## config.mk

```make
export PLATFORM = sky130hd
export DESIGN_NAME = ips_ctrl
export DESIGN_NICKNAME = d
export VERILOG_FILES = /design/src/rtl/ips_pkg.sv /design/src/rtl/ips_arbiter.sv /design/src/rtl/ips_ctrl.sv
export SDC_FILE = /design/constraint.sdc
export NUM_CORES = 1
export LEC_CHECK = 0
export BUFFER_PORTS_ARGS = -buffer_cell sky130_fd_sc_hd__clkbuf_2
export CELL_PAD_IN_SITES_DETAIL_PLACEMENT = 1
export CELL_PAD_IN_SITES_GLOBAL_PLACEMENT = 2
export CORE_UTILIZATION = 29
export DETAILED_ROUTE_END_ITERATION = 16
export PLACE_DENSITY_LB_ADDON = 0.25
export SETUP_SLACK_MARGIN = 0.5
export SLEW_MARGIN = 30
export SYNTH_ARGS = -nofsm -noshare
export SYNTH_HDL_FRONTEND = slang
export SYNTH_SLANG_ARGS = --single-unit
```

## constraint.sdc

```tcl
create_clock -name clk_i -period 20.1 [get_ports clk_i]
set_input_delay 1.005 -clock clk_i [delete_from_list [all_inputs] [get_ports clk_i]]
set_output_delay 1.005 -clock clk_i [all_outputs]
set_load 0.02 [all_outputs]
```

## src/rtl/ips_pkg.sv

```systemverilog
// Shared constants for the interrupt priority and external trigger block
package ips_pkg;

    // Register indices; byte address on the bus is four times the index
    localparam logic [7:0] IDX_TMR_EXT   = 8'h88;
    localparam logic [7:0] IDX_PRIO_HI_B = 8'hB7;
    localparam logic [7:0] IDX_PRIO_LO_B = 8'hB8;
    localparam logic [7:0] IDX_PRIO_LO_E = 8'hEF;
    localparam logic [7:0] IDX_PRIO_HI_E = 8'hF7;
    localparam logic [7:0] IDX_PRIO_LO_2 = 8'hFE;
    localparam logic [7:0] IDX_PRIO_HI_2 = 8'hFF;
    localparam logic [7:0] IDX_CTRL      = 8'h40;
    localparam logic [7:0] IDX_SRC_EN    = 8'h41;
    localparam logic [7:0] IDX_EVT_STAT  = 8'h42;
    localparam logic [7:0] IDX_EVT_CLR   = 8'h43;
    localparam logic [7:0] IDX_EVT_EN    = 8'h44;

    // Control register field layout
    localparam int TEC_TYPE0_BIT  = 0;
    localparam int TEC_FLAG0_BIT  = 1;
    localparam int TEC_TYPE1_BIT  = 2;
    localparam int TEC_FLAG1_BIT  = 3;
    localparam int TEC_STRIDE     = 2;
    localparam int CTRL_GATE_BIT  = 0;

    // Trigger type encodings
    localparam logic TRIG_LEVEL = 1'b0;
    localparam logic TRIG_FALL  = 1'b1;

    // Priority register widths; sources are packed base, ext, ext2
    localparam int BASE_W = 7;
    localparam int EXT_W  = 8;
    localparam int EXT2_W = 3;
    localparam int NSRC   = BASE_W + EXT_W + EXT2_W;
    localparam int SRC_W  = 5;
    localparam int NEXT   = 2;

    // Source indices of the two external inputs in the packed vector
    localparam logic [SRC_W-1:0] SRC_EXT0 = 5'h00;
    localparam logic [SRC_W-1:0] SRC_EXT1 = 5'h02;

    // Reset values
    localparam logic [7:0]  RST_REG8  = 8'h00;
    localparam logic [NEXT-1:0] RST_PINS = 2'h3;

endpackage

```

## src/rtl/ips_arbiter.sv

```systemverilog
// Highest priority level selector with fixed index tie break
`timescale 1ns/1ps
module ips_arbiter #(
    parameter int N  = 18,
    parameter int IW = 5
) (
    input  wire logic [N-1:0]   req_i,
    input  wire logic [2*N-1:0] lvl_i,
    output logic                any_o,
    output logic [IW-1:0]       idx_o,
    output logic [1:0]          lvl_o
);

    ////////////////////////////////////////////////////////////////////////////
    // Scan from the top index down; ">=" lets the lower index win a tie
    always_comb begin
        any_o = 1'b0;
        idx_o = '0;
        lvl_o = 2'h0;
        for (int i = N - 1; i >= 0; i--) begin
            if (req_i[i] && (!any_o || lvl_i[2*i+:2] >= lvl_o)) begin
                any_o = 1'b1;
                idx_o = IW'(i);
                lvl_o = lvl_i[2*i+:2];
            end
        end
    end

endmodule

```

## src/rtl/ips_ctrl.sv

```systemverilog
// Interrupt priority registers, external trigger flags and request selection
//
// Contract
// - Level is high bit joined with low bit
// - Base low register: ADC down to ext0
// - Base high register mirrors base low layout
// - Extended low: timer2 down to two-wire
// - Extended high mirrors extended low layout
// - Second low: wake, timer3, uart1 bits
// - Second high: wake, timer3, uart1 bits
// - Type 0 is low level, 1 falling
// - Edge flag sticky until software or service
// - Level mode flag is inverted pin
// - Level mode flag ignores software writes
// - Control bits 3,2 input1; 1,0 input0
// - Pins sampled each clock, high-low edge
// - Global gate blocks every request on irq_req_o; evt_irq_o is not gated
`timescale 1ns/1ps
module ips_ctrl
    import ips_pkg::*;
(
    input  wire logic              clk_i,
    input  wire logic              rst_i,
    input  wire logic              wb_cyc_i,
    input  wire logic              wb_stb_i,
    input  wire logic              wb_we_i,
    input  wire logic [9:0]        wb_adr_i,
    input  wire logic [3:0]        wb_sel_i,
    input  wire logic [31:0]       wb_dat_i,
    output logic      [31:0]       wb_dat_o,
    output logic                   wb_ack_o,
    input  wire logic              ext_pin0_n_i,
    input  wire logic              ext_pin1_n_i,
    input  wire logic [NSRC-1:0]   periph_req_i,
    input  wire logic              svc_ack_i,
    input  wire logic [SRC_W-1:0]  svc_src_i,
    output logic                   irq_req_o,
    output logic      [SRC_W-1:0]  irq_src_o,
    output logic      [1:0]        irq_level_o,
    output logic                   evt_irq_o
);

    ////////////////////////////////////////////////////////////////////////////
    // State
    typedef struct packed {
        logic              ack;
        logic [31:0]       rdat;
        logic [NEXT-1:0]   trig_type;
        logic [NEXT-1:0]   req_flag;
        logic [NEXT-1:0]   pin_prev;
        logic [BASE_W-1:0] prio_lo_b;
        logic [BASE_W-1:0] prio_hi_b;
        logic [EXT_W-1:0]  prio_lo_e;
        logic [EXT_W-1:0]  prio_hi_e;
        logic [EXT2_W-1:0] prio_lo_2;
        logic [EXT2_W-1:0] prio_hi_2;
        logic              global_irq_gate;
        logic [NSRC-1:0]   src_en;
        logic [NEXT-1:0]   evt_status;
        logic [NEXT-1:0]   evt_enable;
        logic              req_valid;
        logic [SRC_W-1:0]  req_src;
        logic [1:0]        req_level;
    } ips_state_t;

    ips_state_t        st;
    ips_state_t        next_st;
    logic [NEXT-1:0]   pins;
    logic [NEXT-1:0]   fall;
    logic [NEXT-1:0]   hw_clr;
    logic [NSRC-1:0]   lo_vec;
    logic [NSRC-1:0]   hi_vec;
    logic [NSRC-1:0]   req_vec;
    logic [2*NSRC-1:0] lvl_vec;
    logic              arb_any;
    logic [SRC_W-1:0]  arb_idx;
    logic [1:0]        arb_lvl;
    logic              bus_hit;
    logic              bus_wr;
    logic              wr_tec;
    logic [7:0]        idx;

    // Merge only the enabled byte lanes of a write
    function automatic logic [31:0] lane_merge(input logic [31:0] old_v,
                                               input logic [31:0] new_v,
                                               input logic [3:0]  sel);
        logic [31:0] r;
        r = old_v;
        for (int b = 0; b < 4; b++) begin
            if (sel[b]) begin
                r[8*b+:8] = new_v[8*b+:8];
            end
        end
        return r;
    endfunction

    ////////////////////////////////////////////////////////////////////////////
    // Pin sampling and service-entry clears
    assign pins = {ext_pin1_n_i, ext_pin0_n_i};
    assign fall = st.pin_prev & ~pins;
    assign hw_clr[0] = svc_ack_i && (svc_src_i == SRC_EXT0);
    assign hw_clr[1] = svc_ack_i && (svc_src_i == SRC_EXT1);

    // Packed priority bits, one entry per source in natural order
    assign lo_vec = {st.prio_lo_2, st.prio_lo_e, st.prio_lo_b};
    assign hi_vec = {st.prio_hi_2, st.prio_hi_e, st.prio_hi_b};

    ////////////////////////////////////////////////////////////////////////////
    // Per-source level and pending request
    genvar g;
    generate
        for (g = 0; g < NSRC; g++) begin : g_src
            logic pend;
            assign lvl_vec[2*g+:2] = {hi_vec[g], lo_vec[g]};
            if (g == int'(SRC_EXT0)) begin : g_e0
                assign pend = st.req_flag[0];
            end else if (g == int'(SRC_EXT1)) begin : g_e1
                assign pend = st.req_flag[1];
            end else begin : g_pr
                assign pend = periph_req_i[g];
            end
            assign req_vec[g] = pend & st.src_en[g];
        end
    endgenerate

    ips_arbiter #(
        .N  (NSRC),
        .IW (SRC_W)
    ) u_arb (
        .req_i (req_vec),
        .lvl_i (lvl_vec),
        .any_o (arb_any),
        .idx_o (arb_idx),
        .lvl_o (arb_lvl)
    );

    ////////////////////////////////////////////////////////////////////////////
    // Bus decode; writes land on the edge where ack is already high
    assign bus_hit = wb_cyc_i & wb_stb_i;
    assign bus_wr  = bus_hit & wb_we_i & st.ack;
    assign idx     = wb_adr_i[9:2];
    assign wr_tec  = bus_wr && wb_sel_i[0] && (idx == IDX_TMR_EXT);

    ////////////////////////////////////////////////////////////////////////////
    // Next state
    always_comb begin
        logic [31:0] rd;
        logic [31:0] wv;
        rd = 32'h0000_0000;
        wv = 32'h0000_0000;
        next_st = st;

        // One wait state, then ack for one cycle
        next_st.ack = bus_hit & ~st.ack;

        // Read mux; unmapped indices and the clear register read zero
        if (idx == IDX_TMR_EXT) begin
            rd[TEC_TYPE0_BIT] = st.trig_type[0];
            rd[TEC_FLAG0_BIT] = st.req_flag[0];
            rd[TEC_TYPE1_BIT] = st.trig_type[1];
            rd[TEC_FLAG1_BIT] = st.req_flag[1];
        end else if (idx == IDX_PRIO_LO_B) begin
            rd[BASE_W-1:0] = st.prio_lo_b;
        end else if (idx == IDX_PRIO_HI_B) begin
            rd[BASE_W-1:0] = st.prio_hi_b;
        end else if (idx == IDX_PRIO_LO_E) begin
            rd[EXT_W-1:0] = st.prio_lo_e;
        end else if (idx == IDX_PRIO_HI_E) begin
            rd[EXT_W-1:0] = st.prio_hi_e;
        end else if (idx == IDX_PRIO_LO_2) begin
            rd[EXT2_W-1:0] = st.prio_lo_2;
        end else if (idx == IDX_PRIO_HI_2) begin
            rd[EXT2_W-1:0] = st.prio_hi_2;
        end else if (idx == IDX_CTRL) begin
            rd[CTRL_GATE_BIT] = st.global_irq_gate;
        end else if (idx == IDX_SRC_EN) begin
            rd[NSRC-1:0] = st.src_en;
        end else if (idx == IDX_EVT_STAT) begin
            rd[NEXT-1:0] = st.evt_status;
        end else if (idx == IDX_EVT_EN) begin
            rd[NEXT-1:0] = st.evt_enable;
        end
        if (bus_hit && !st.ack) begin
            next_st.rdat = rd;
        end

        // Register writes, byte lane 0 for the narrow registers
        if (bus_wr && wb_sel_i[0]) begin
            if (idx == IDX_TMR_EXT) begin
                next_st.trig_type[0] = wb_dat_i[TEC_TYPE0_BIT];
                next_st.trig_type[1] = wb_dat_i[TEC_TYPE1_BIT];
            end else if (idx == IDX_PRIO_LO_B) begin
                next_st.prio_lo_b = wb_dat_i[BASE_W-1:0];
            end else if (idx == IDX_PRIO_HI_B) begin
                next_st.prio_hi_b = wb_dat_i[BASE_W-1:0];
            end else if (idx == IDX_PRIO_LO_E) begin
                next_st.prio_lo_e = wb_dat_i[EXT_W-1:0];
            end else if (idx == IDX_PRIO_HI_E) begin
                next_st.prio_hi_e = wb_dat_i[EXT_W-1:0];
            end else if (idx == IDX_PRIO_LO_2) begin
                next_st.prio_lo_2 = wb_dat_i[EXT2_W-1:0];
            end else if (idx == IDX_PRIO_HI_2) begin
                next_st.prio_hi_2 = wb_dat_i[EXT2_W-1:0];
            end else if (idx == IDX_CTRL) begin
                next_st.global_irq_gate = wb_dat_i[CTRL_GATE_BIT];
            end else if (idx == IDX_EVT_EN) begin
                next_st.evt_enable = wb_dat_i[NEXT-1:0];
            end
        end
        if (bus_wr && idx == IDX_SRC_EN) begin
            wv = lane_merge(32'(st.src_en), wb_dat_i, wb_sel_i);
            next_st.src_en = wv[NSRC-1:0];
        end

        // External flags; the type in force before a write decides the mode
        next_st.pin_prev = pins;
        for (int i = 0; i < NEXT; i++) begin
            if (st.trig_type[i] == TRIG_LEVEL) begin
                next_st.req_flag[i] = ~pins[i];
            end else begin
                // Set from an edge beats any clear in the same cycle
                if (wr_tec) begin
                    next_st.req_flag[i] = wb_dat_i[TEC_FLAG0_BIT + TEC_STRIDE * i];
                end else if (hw_clr[i]) begin
                    next_st.req_flag[i] = 1'b0;
                end
                if (fall[i]) begin
                    next_st.req_flag[i] = 1'b1;
                end
            end
        end

        // Sticky edge events; a new edge beats a clear write
        if (bus_wr && wb_sel_i[0] && idx == IDX_EVT_CLR) begin
            next_st.evt_status = st.evt_status & ~wb_dat_i[NEXT-1:0];
        end
        next_st.evt_status = next_st.evt_status | fall;

        // Registered selection toward the core
        next_st.req_valid = st.global_irq_gate & arb_any;
        next_st.req_src   = arb_idx;
        next_st.req_level = arb_lvl;
    end

    ////////////////////////////////////////////////////////////////////////////
    // State register; pins idle high so reset sees no edge
    always_ff @(posedge clk_i) begin
        if (rst_i) begin
            st          <= '0;
            st.pin_prev <= RST_PINS;
        end else begin
            st <= next_st;
        end
    end

    ////////////////////////////////////////////////////////////////////////////
    // Outputs
    assign wb_ack_o    = st.ack;
    assign wb_dat_o    = st.rdat;
    assign irq_req_o   = st.req_valid;
    assign irq_src_o   = st.req_src;
    assign irq_level_o = st.req_level;
    assign evt_irq_o   = |(st.evt_status & st.evt_enable);
endmodule

```

==> reports/qor.yml, run 1 <==
ir_drop_mv: 0.04456
rsz0062_at_grt: "true"
cp_data_arrival_time_ns: 20.86
dieArea_um2: 20730
path_depth: 104
worstSkewPairLatency_ns: 0.35
regToRegSetupSlack_ns: -0.12
drive_gt1_share_pct: 37.85
drc: 0
swShare_pct: 26.22
routabilityCongestion: 0.9011
yosysMostFrequentCell: "nor2_1"
antenna_found_initial: 0
dieHeight_um: 144.0
worstPathRequired_ns: 20.39
cts_buffers: 9
routedWlPerCell_um: 18.84
reg2reg_to: "irq_src_o[4]"
io_buffers: 85
cp_slowest_cell: "or4b_4"
synth_area_leaders: "dfxtp_1, mux2i_1, nor2_1, ha_1, a21oi_1"
max_freq_mhz: 48.61
multi_input_area_um2: 4277
root_buffer: "clkbuf_16"
path_clk_slew_ns: 0.07
ys_seq_area_share_pct: 31.51
leakage_nw: 3.461
grt_pass1_vias: 6272
clock-sinks: 92
hold_violations: 0
intPower_uw: 277.1
area_delta_synth_final_pct: 39.88
violations: "negative setup slack"
die_width_um: 144.0
synth_top_area_share_pct: 31.51
critical_path_peak_fanout: 4
initialDrtViolationCount: 243
grt_max_degree: 91
place_inst: 1107
slowest_delay_ns: 0.51
cts_max_level: 3
start_util_pct: 29.84
maxSlewHeadroom_pct: 38.21
synthArstFlopShare_pct: 0
power_frac_seq_pct: 49.3
start_kind: "input port"
finish.utilization_pct: 41.74
final.setup_skew_ns: 0.008766
drt-total-wl_mm: 21.97
power_uw: 375.6
synth_cells: 735
hpwl_mm: 16.23
cts_buffer_depth: 2
regArea_um2: 1842
synth_warnings: 0
r2r-start: "hi_vec[17]"
timing.hold.ws_ns: 0.4594
cp-endpoint: "irq_src_o[4]"
core_area_um2: 19590
post-route-period-util_pct: 102.3
startpoint: "periph_req_i[17]"
min_path_cells: 2
critPathMostFrequentCell: "nand2b_4"
setup-violations-final: 6
avgViaCountPerCell: 5.216
power.switching_uw: 98.48
rows: 51
grt_pass1_wl_mm: 33.36
cts_tree: "yes"
cap_violations: 0
synth_flop_cell: "dfxtp_1"
critPathTopFamily: "compound AO/OA/AOI/OAI gates"
synthTopCellsByCount: "nor2_1, dfxtp_1, nand2_1, a21oi_1, mux2i_1"
antenna_left: 0
clockPowerShare_pct: 43.4
ys_seq_elements: 92
r2r_cells: 103
stdcell_count: 1166
powerDensity_nw_per_um2: 45.94
yosysTopAreaCell: "dfxtp_1"
fill_cells: 2341
ios: 119
num_vias: 6082
fin_ws_ns: -0.4715
synth_cell_types: 74
tns_ns: -1.638
min_period_ns: 20.57
nNetsFinal: 999
worst-path-buf-inv: 6
avgSynthCellArea_um2: 7.953
cp-end-kind: "register"
grt_remaining_overflow: 0
grt_use_total_pct: 21.17
slew_viol_final: 0
outcome: "finished, violations left"
setup.worst_path.class: "input port to register"
dr.pass1.iters: 4
hp-class: "register to register"
synth_edf_count: 0
combPwrFrac_pct: 7.3
syn-cell-area_um2: 5846
worstMarginPinSlew_ns: 0.9218
n_antenna_cell: 0
## flip-flops by register name, indices dropped and copies added, names as in the netlist
register     count
irq_src_o        5
irq_level_o      2
st              27
wb_ack_o         1
hi_vec          18
wb_dat_o        18
lo_vec          18
g_src.pend       2
irq_req_o        1
## timing repair
item,in CTS,in global routing
gates resized for setup,41,29
setup buffers,28,16
hold buffers,0,0
pin swaps,51,38
cloned,0,0
setup endpoints to repair,7,7
## layout make-up
| class | count | share of cell area (%) |
|---|---|---|
| Clock inverter | 6 | 0.5968 |
| Clock buffer | 9 | 2.754 |
| Inverter | 33 | 1.515 |
| Tap cell | 265 | 4.055 |
| Multi-Input combinational cell | 561 | 52.30 |
| Timing Repair Buffer | 200 | 16.25 |
| Sequential cell | 92 | 22.52 |
## worst min-delay path by stage
| stage | start | end |
|---|---|---|
| floorplan | wb_dat_o[11] | wb_dat_o[11] |
| global placement | wb_dat_o[17] | wb_dat_o[17] |
| detailed placement | wb_dat_o[14] | wb_dat_o[14] |
| CTS | wb_dat_o[14] | wb_dat_o[14] |
| global route | wb_dat_o[10] | wb_dat_o[10] |
| finish | wb_dat_o[14] | wb_dat_o[14] |
## power by group through the flow
stage / logic [mW] / registers [mW] / clock network (mW)
global route: 0.0299 / 0.185 / 0.174
finish: 0.0274 / 0.185 / 0.163
detailed placement: 0.0263 / 0.189 / 0
CTS: 0.0269 / 0.185 / 0.169
global placement: 0.0257 / 0.189 / 0
floorplan: 0.0159 / 0.189 / 0
## layout by cell type, fill, tap and decap left out, types with 8 or more instances in the layout
cell       count
buf_4        107
dfxtp_1       92
nor2_1        86
clkbuf_2      83
nand2_1       71
mux2i_1       45
nand3_1       43
a21oi_1       41
inv_1         31
o21ai_0       14
conb_1        14
a21oi_2       13
nand2b_4      13
ha_1          13
nor3_1        11
ha_4          11
a22oi_1       10
clkbuf_16      9
a211oi_1       8
buf_6          8
## worst min-delay path: stages (launching register included)
cell and delay (ns):
dfxtp_1 0.31, nand2_1 0.05, a21oi_1 0.05
## logic make-up after synthesis
kind of cell               synth area share, %
and+or+nand+nor                          24.70
AOI/OAI and AO/OA                        20.12
buffers and inverters                    8.604
DFF                                      31.51
muxes                                    9.460
adders and majority gates                5.544
other                                  0.06415
## stage by stage
stage / area [um^2] / setup WS, ns
after floorplan: 6248 / -0.0006057
after global placement: 7171 / -0.7331
after detailed placement: 7176 / -1.258
after CTS: 7883 / -0.4732
after global routing: 8177 / -1.276
final: 8177 / -0.4715
## per-layer routing
metal,vias up,GRT usage (%),part of all wire [%]
met5,-,0,0
met4,0,5.095,1.3
met3,22,2.417,3.0
met2,106,39.00,53
met1,3019,25.98,43
li1,2935,-,-
(Power assumes the default switching activity.)
==> inputs of run 2 (changes only) <==
--- a/config.mk
+++ b/config.mk
@@ -9,8 +9,10 @@
 export CELL_PAD_IN_SITES_DETAIL_PLACEMENT = 1
 export CELL_PAD_IN_SITES_GLOBAL_PLACEMENT = 2
 export CORE_UTILIZATION = 29
+export CTS_BUF_LIST = sky130_fd_sc_hd__clkbuf_4 sky130_fd_sc_hd__clkbuf_8 sky130_fd_sc_hd__clkbuf_16
 export DETAILED_ROUTE_END_ITERATION = 16
 export PLACE_DENSITY_LB_ADDON = 0.25
+export REMOVE_ABC_BUFFERS = 1
 export SETUP_SLACK_MARGIN = 0.5
 export SLEW_MARGIN = 30
 export SYNTH_ARGS = -nofsm -noshare
==> run 2 against run 1 <==
Effect of this change:
- the flow still finishes with violations (negative setup slack)
- first-iteration DRC count up 4.1%
- clock power increased by 25%
- register-to-register slack got worse by 0.29 ns
- via count grew 3.2%
- critical path type unchanged
- highest routed layer unchanged
==> reports/qor.yml, run 2 (synthesized netlist as in run 1, its figures left out) <==
routedWlPerCell_um: 19.65  # +4.3%
grt_use_met2_pct: 42.84  # +3.8 points
nNetsFinal: 1030  # +3.1%
antenna_found_initial: 0  # unchanged
drt-total-wl_mm: 23.54  # +7.2%
cts_tree: "yes"
critPathTopFamily: "compound AO/OA/AOI/OAI gates"
rows: 51  # unchanged
hpwl_mm: 16.82  # +3.6%
root_buffer: "clkbuf_16"
hold_violations: 0  # unchanged
reg2reg_to: "irq_src_o[4]"
critical_path_peak_fanout: 4  # unchanged
design_area_um2: 8471  # +3.6%
dieHeight_um: 144.0  # unchanged
post-route-period-util_pct: 103.9  # +1.5 points
violations: "negative setup slack"
slowest_delay_ns: 0.48  # -0.03 ns
num_vias: 6278  # +3.2%
cts_buffer_depth: 2  # unchanged
stdcell_count: 1198  # +2.7%
tns_ns: -3.098  # -1.460 ns
cts_max_level: 3  # unchanged
min_period_ns: 20.88  # +0.3081 ns
cp-end-kind: "register"
drc: 0  # unchanged
area_delta_synth_final_pct: 44.91
ios: 119  # unchanged
dr.pass1.iters: 7  # +3
r2r-start: "lo_vec[17]"
fill_cells: 2368  # +1.2%
dieArea_um2: 20730  # unchanged
busiest_layer: "met2"
setup.worst_path.class: "input port to register"
r2r_cells: 104  # +0.97%
worstSkewPairLatency_ns: 0.35  # about the same
cp-endpoint: "irq_src_o[4]"
rsz0062_at_grt: "true"
holdBufCountCts: 0  # unchanged
path_clk_slew_ns: 0.07  # about the same
path_depth: 105  # +0.96%
ir_drop_mv: 0.03903  # -12%
grt_max_degree: 91  # unchanged
grt_pass1_wl_mm: 36.14  # +8.3%
grt_pass1_vias: 6560  # +4.6%
grt_use_total_pct: 22.92  # +1.7 points
maxSlewHeadroom_pct: 36.43  # -1.8 points
final.setup_skew_ns: 0.008221  # -0.0005452 ns
power_uw: 416.4  # +11%
top_register: "st"
final_common_cell: "buf_4"
worstPathRequired_ns: 20.38  # about the same
worst-path-buf-inv: 6  # unchanged
fin_ws_ns: -0.7796  # -0.3081 ns
grtUsageMet3_pct: 3.113  # +0.70 points
largest_register_ffs: 27  # unchanged
core_area_um2: 19590  # unchanged
startpoint: "periph_req_i[17]"
cts_buffers: 9  # unchanged
final_cell_mix: "buf_4, dfxtp_1, nor2_1"
cp_slowest_cell: "or4b_4"
initialDrtViolationCount: 253  # +4.1%
clock-sinks: 92  # unchanged
io_buffers: 85  # unchanged
grt_remaining_overflow: 0  # unchanged
cp_data_arrival_time_ns: 21.16  # +0.30 ns
start_kind: "input port"
slew_viol_final: 0  # unchanged
critPathMostFrequentCell: "nand2b_4"
routabilityCongestion: 0.8364  # -7.2%
powerDensity_nw_per_um2: 49.15  # +7.0%
leakage_nw: 3.712  # +7.2%
use_met1_pct: 26.94  # +0.96 points
worstMarginPinSlew_ns: 0.9403  # +0.01851 ns
place_inst: 1117  # +0.90%
max_freq_mhz: 47.89  # -1.5%
drive_gt1_share_pct: 39.55  # +1.7 points
outcome: "finished, violations left"
avgViaCountPerCell: 5.240  # +0.47%
die_width_um: 144.0  # unchanged
finish.utilization_pct: 43.24  # +1.5 points
hp-class: "register to register"
post_dp_cell_area_um2: 6887  # -4.0%
regToRegSetupSlack_ns: -0.41  # -0.29 ns
cap_violations: 0  # unchanged
setup-violations-final: 7  # +1
antenna_left: 0  # unchanged
start_util_pct: 29.84  # unchanged
n_antenna_cell: 0  # unchanged
==> run 2: per-layer routing <==
layer	share of wire, %	vias to the layer above
met1	42	3130
met2	53	121
met4	2.0	0
li1	-	2995
met5	0	-
met3	2.9	32
==> run 2: worst min-delay path, stage by stage, from the launching register on <==
cell and delay, ns:
dfxtp_1 0.31, nand2_1 0.05, a21oi_1 0.05
==> run 2: area by class of cell <==
type                       instances  area (um^2)  area share, %
sequential                        92         1842          21.74
tap                              265        331.6          3.914
timing repair buffer             231         1558          18.39
clock inverter                     5        107.6          1.270
multi-input combinational        561         4253          50.21
clock buffer                      11        252.7          2.984
inverter                          33        126.4          1.492
==> run 2: how the worst min path moves through the flow <==
stage,start,endpoint,depth (start not counted)
final,wb_dat_o[11],wb_dat_o[11],2
after global routing,wb_dat_o[16],wb_dat_o[16],2
after CTS,wb_dat_o[16],wb_dat_o[16],2
after detailed placement,wb_dat_o[8],wb_dat_o[8],2
after global placement,wb_dat_o[10],wb_dat_o[10],2
after floorplan,hi_vec[17],hi_vec[17],2
==> run 2: what timing repair did <==
item,in CTS,in global routing
setup buffers,48,17
pin swaps,62,51
hold endpoints to repair,0,0
setup endpoints to repair,7,7
resized for setup,99,34
==> run 2: where the power goes <==
group          total (mW)  switching, mW  internal (mW)
sequential          0.185        0.00122          0.184
clock               0.204         0.0752          0.129
combinational      0.0272         0.0183        0.00892
==> run 2: metrics by stage <==
| step | setup slack, ns | hold WS, ns |
|---|---|---|
| 6_report | -0.7796 | 0.4578 |
| 5_1_grt | -1.462 | 0.4912 |
| 4_1_cts | -0.3008 | 0.4646 |
| 3_5_place_dp | -2.360 | 0.4558 |
| 3_3_place_gp | -1.037 | 0.4416 |
| 2_1_floorplan | -0.9489 | 0.4388 |
==> inputs of run 3 (changes only) <==
--- a/config.mk
+++ b/config.mk
@@ -8,6 +8,7 @@
 export BUFFER_PORTS_ARGS = -buffer_cell sky130_fd_sc_hd__clkbuf_2
 export CELL_PAD_IN_SITES_DETAIL_PLACEMENT = 1
 export CELL_PAD_IN_SITES_GLOBAL_PLACEMENT = 2
+export CORE_ASPECT_RATIO = 0.6
 export CORE_UTILIZATION = 29
 export CTS_BUF_LIST = sky130_fd_sc_hd__clkbuf_4 sky130_fd_sc_hd__clkbuf_8 sky130_fd_sc_hd__clkbuf_16
 export DETAILED_ROUTE_END_ITERATION = 16
==> run 3 against run 2 <==
Effect of this change:
- critical path type unchanged
- die area about the same
- sequential share of layout area down 0.19 points
- largest cell class unchanged
- sequential power about the same
- design area up 0.89%
- critical endpoint unchanged
- the run still ends with negative setup slack left
- via count up 2.4%
- non-clock buffer count up 23
==> reports/qor.yml, run 3 (synthesized netlist as in run 1, its figures left out) <==
outcome: "finished, violations left"
violations: "negative setup slack"
final_cell_mix: "buf_4, dfxtp_1, nor2_1"
min_from: "wb_dat_o[12]"
highest_layer: "met4"
routedWlPerCell_um: 20.35  # +3.6%
top_register: "st"
initialDrtViolationCount: 397  # +57%
place_inst: 1117  # unchanged
die_width_um: 185.3  # +29%
dieArea_um2: 20750  # about the same
holdBufCountCts: 0  # unchanged
fin_ws_ns: -0.5104  # +0.2692 ns
cts_max_level: 3  # unchanged
rsz0062_at_grt: "true"
grt_remaining_overflow: 0  # unchanged
antenna_found_initial: 0  # unchanged
routabilityCongestion: 0.8799  # +5.2%
slew_viol_final: 0  # unchanged
regToRegSetupSlack_ns: -0.18  # +0.23 ns
post-route-period-util_pct: 102.5  # -1.3 points
avgViaCountPerCell: 5.265  # +0.46%
min_period_ns: 20.61  # -0.2692 ns
hpwl_mm: 17.26  # +2.7%
max_freq_mhz: 48.52  # +1.3%
slowest_delay_ns: 0.48  # about the same
dieHeight_um: 112.0  # -22%
cp_slowest_cell: "or4b_4"
min_path_cells: 2  # unchanged
critical_path_peak_fanout: 4  # unchanged
drive_gt1_share_pct: 40.94  # +1.4 points
dr.pass1.iters: 5  # -2
worstSkewPairLatency_ns: 0.36  # about the same
drt-total-wl_mm: 24.85  # +5.6%
ir_drop_mv: 0.04484  # +15%
critPathMostFrequentCell: "buf_4"
nNetsFinal: 1053  # +2.2%
path_clk_slew_ns: 0.07  # about the same
antenna_left: 0  # unchanged
grt_pass1_wl_mm: 37.77  # +4.5%
cp_data_arrival_time_ns: 20.89  # -0.27 ns
cts_buffers: 9  # unchanged
cts_tree: "yes"
dp_slack_ns: -2.321  # +0.03866 ns
num_vias: 6428  # +2.4%
worstPathRequired_ns: 20.38  # about the same
grt_use_total_pct: 24.14  # +1.2 points
hold_violations: 0  # unchanged
hp-class: "register to register"
rows: 39  # -24%
reg2reg_to: "irq_src_o[4]"
cts_buffer_depth: 2  # unchanged
powerDensity_nw_per_um2: 44.33  # -9.8%
stdcell_count: 1221  # +1.9%
start_util_pct: 30.18  # +0.34 points
start_kind: "input port"
cp-end-kind: "register"
grt_max_degree: 51  # -44%
final.setup_skew_ns: 0.007847  # -0.0003742 ns
io_buffers: 85  # unchanged
design_area_um2: 8546  # +0.89%
cap_violations: 0  # unchanged
timing.hold.ws_ns: 0.4531  # -0.004714 ns
route.met2.wl_mm: 11.05  # -11%
met1_length_mm: 12.14  # +22%
core_area_um2: 19370  # -1.1%
worstMarginPinSlew_ns: 0.9151  # -0.02524 ns
drc: 0  # unchanged
setup-violations-final: 7  # unchanged
whs_endpoint: "wb_dat_o[12]"
met3_length_mm: 1.380  # +100%
leakage_nw: 3.775  # +1.7%
maxSlewHeadroom_pct: 38.13  # +1.7 points
setup.worst_path.class: "input port to register"
grt_pass1_vias: 6532  # -0.43%
clock-sinks: 92  # unchanged
n_antenna_cell: 0  # unchanged
ios: 119  # unchanged
largest_register_ffs: 27  # unchanged
r2r_cells: 117  # +13%
post_dp_cell_area_um2: 6883  # about the same
root_buffer: "clkbuf_16"
r2r-start: "st[29]"
final_common_cell: "buf_4"
area_delta_synth_final_pct: 46.19
-- run 3: cell count changes in the layout (fill, tap and decap cells not counted), sizes merged --
cell and change:
clkbuf -1, inv +2, buf +23, clkinvlp +1, bufinv -3
-- run 3: power breakdown --
group          internal (mW)  switching, mW  leakage (nW)
Sequential             0.184        0.00111         0.744
Combinational        0.00878         0.0194          2.90
Clock                 0.0871         0.0786         0.135
Total                  0.280         0.0991          3.77
-- run 3: area by class of cell --
type	instances	area (um^2)
Tap cell	266	332.8
Fill cell	2290	10830
Sequential cell	92	1842
Clock buffer	10	239.0
Multi-Input combinational cell	561	4217
Timing Repair Buffer	254	1757
Clock inverter	5	35.03
Inverter	33	123.9
-- run 3: worst max path at each step --
| stage | startpoint | endpoint | slack, ns | cells past startpoint |
|---|---|---|---|---|
| 6_report | periph_req_i[17] | irq_src_o[4] | -0.51 | 118 |
| 5_1_grt | periph_req_i[17] | irq_src_o[4] | -1.33 | 116 |
| 4_1_cts | periph_req_i[17] | irq_src_o[4] | -0.38 | 104 |
| 3_5_place_dp | periph_req_i[17] | irq_src_o[4] | -2.32 | 105 |
| 3_3_place_gp | periph_req_i[17] | irq_src_o[4] | -1.29 | 105 |
| 2_1_floorplan | periph_req_i[17] | irq_src_o[4] | -0.95 | 102 |
-- run 3: stage by stage --
step | setup TNS, ns | power, mW | utilization, %
after detailed placement | -13.32 | 0.2161 | 35.53
final | -2.027 | 0.3788 | 44.11
after floorplan | -3.510 | 0.1982 | -
after global placement | -6.295 | 0.2156 | 35.52
after CTS | -0.9977 | 0.3834 | 42.52
after global routing | -7.705 | 0.3944 | 44.11
-- run 3: metal layers --
metal  vias to the layer above  global-route usage (%)
met5                         -                       0
met3                        21                   4.056
met2                       156                   36.28
li1                       3044                       -
met1                      3207                   35.79
met4                         0                   4.793
-- run 3: repair_timing --
item | CTS | global route
resized for setup | 93 | 39
buffers inserted | 76 | 13
setup endpoints to repair | 7 | 7
pin swaps | 49 | 40
-- run 3: critical path: cells and delay by family --
family                   cells  cell delay, ns
buffers and inverters       30            3.29
AND/OR/NAND/NOR             28            4.11
adder cells (fa/ha/maj)     16            4.12
AO/OA/AOI/OAI               38            6.60
multiplexers                 6            1.65
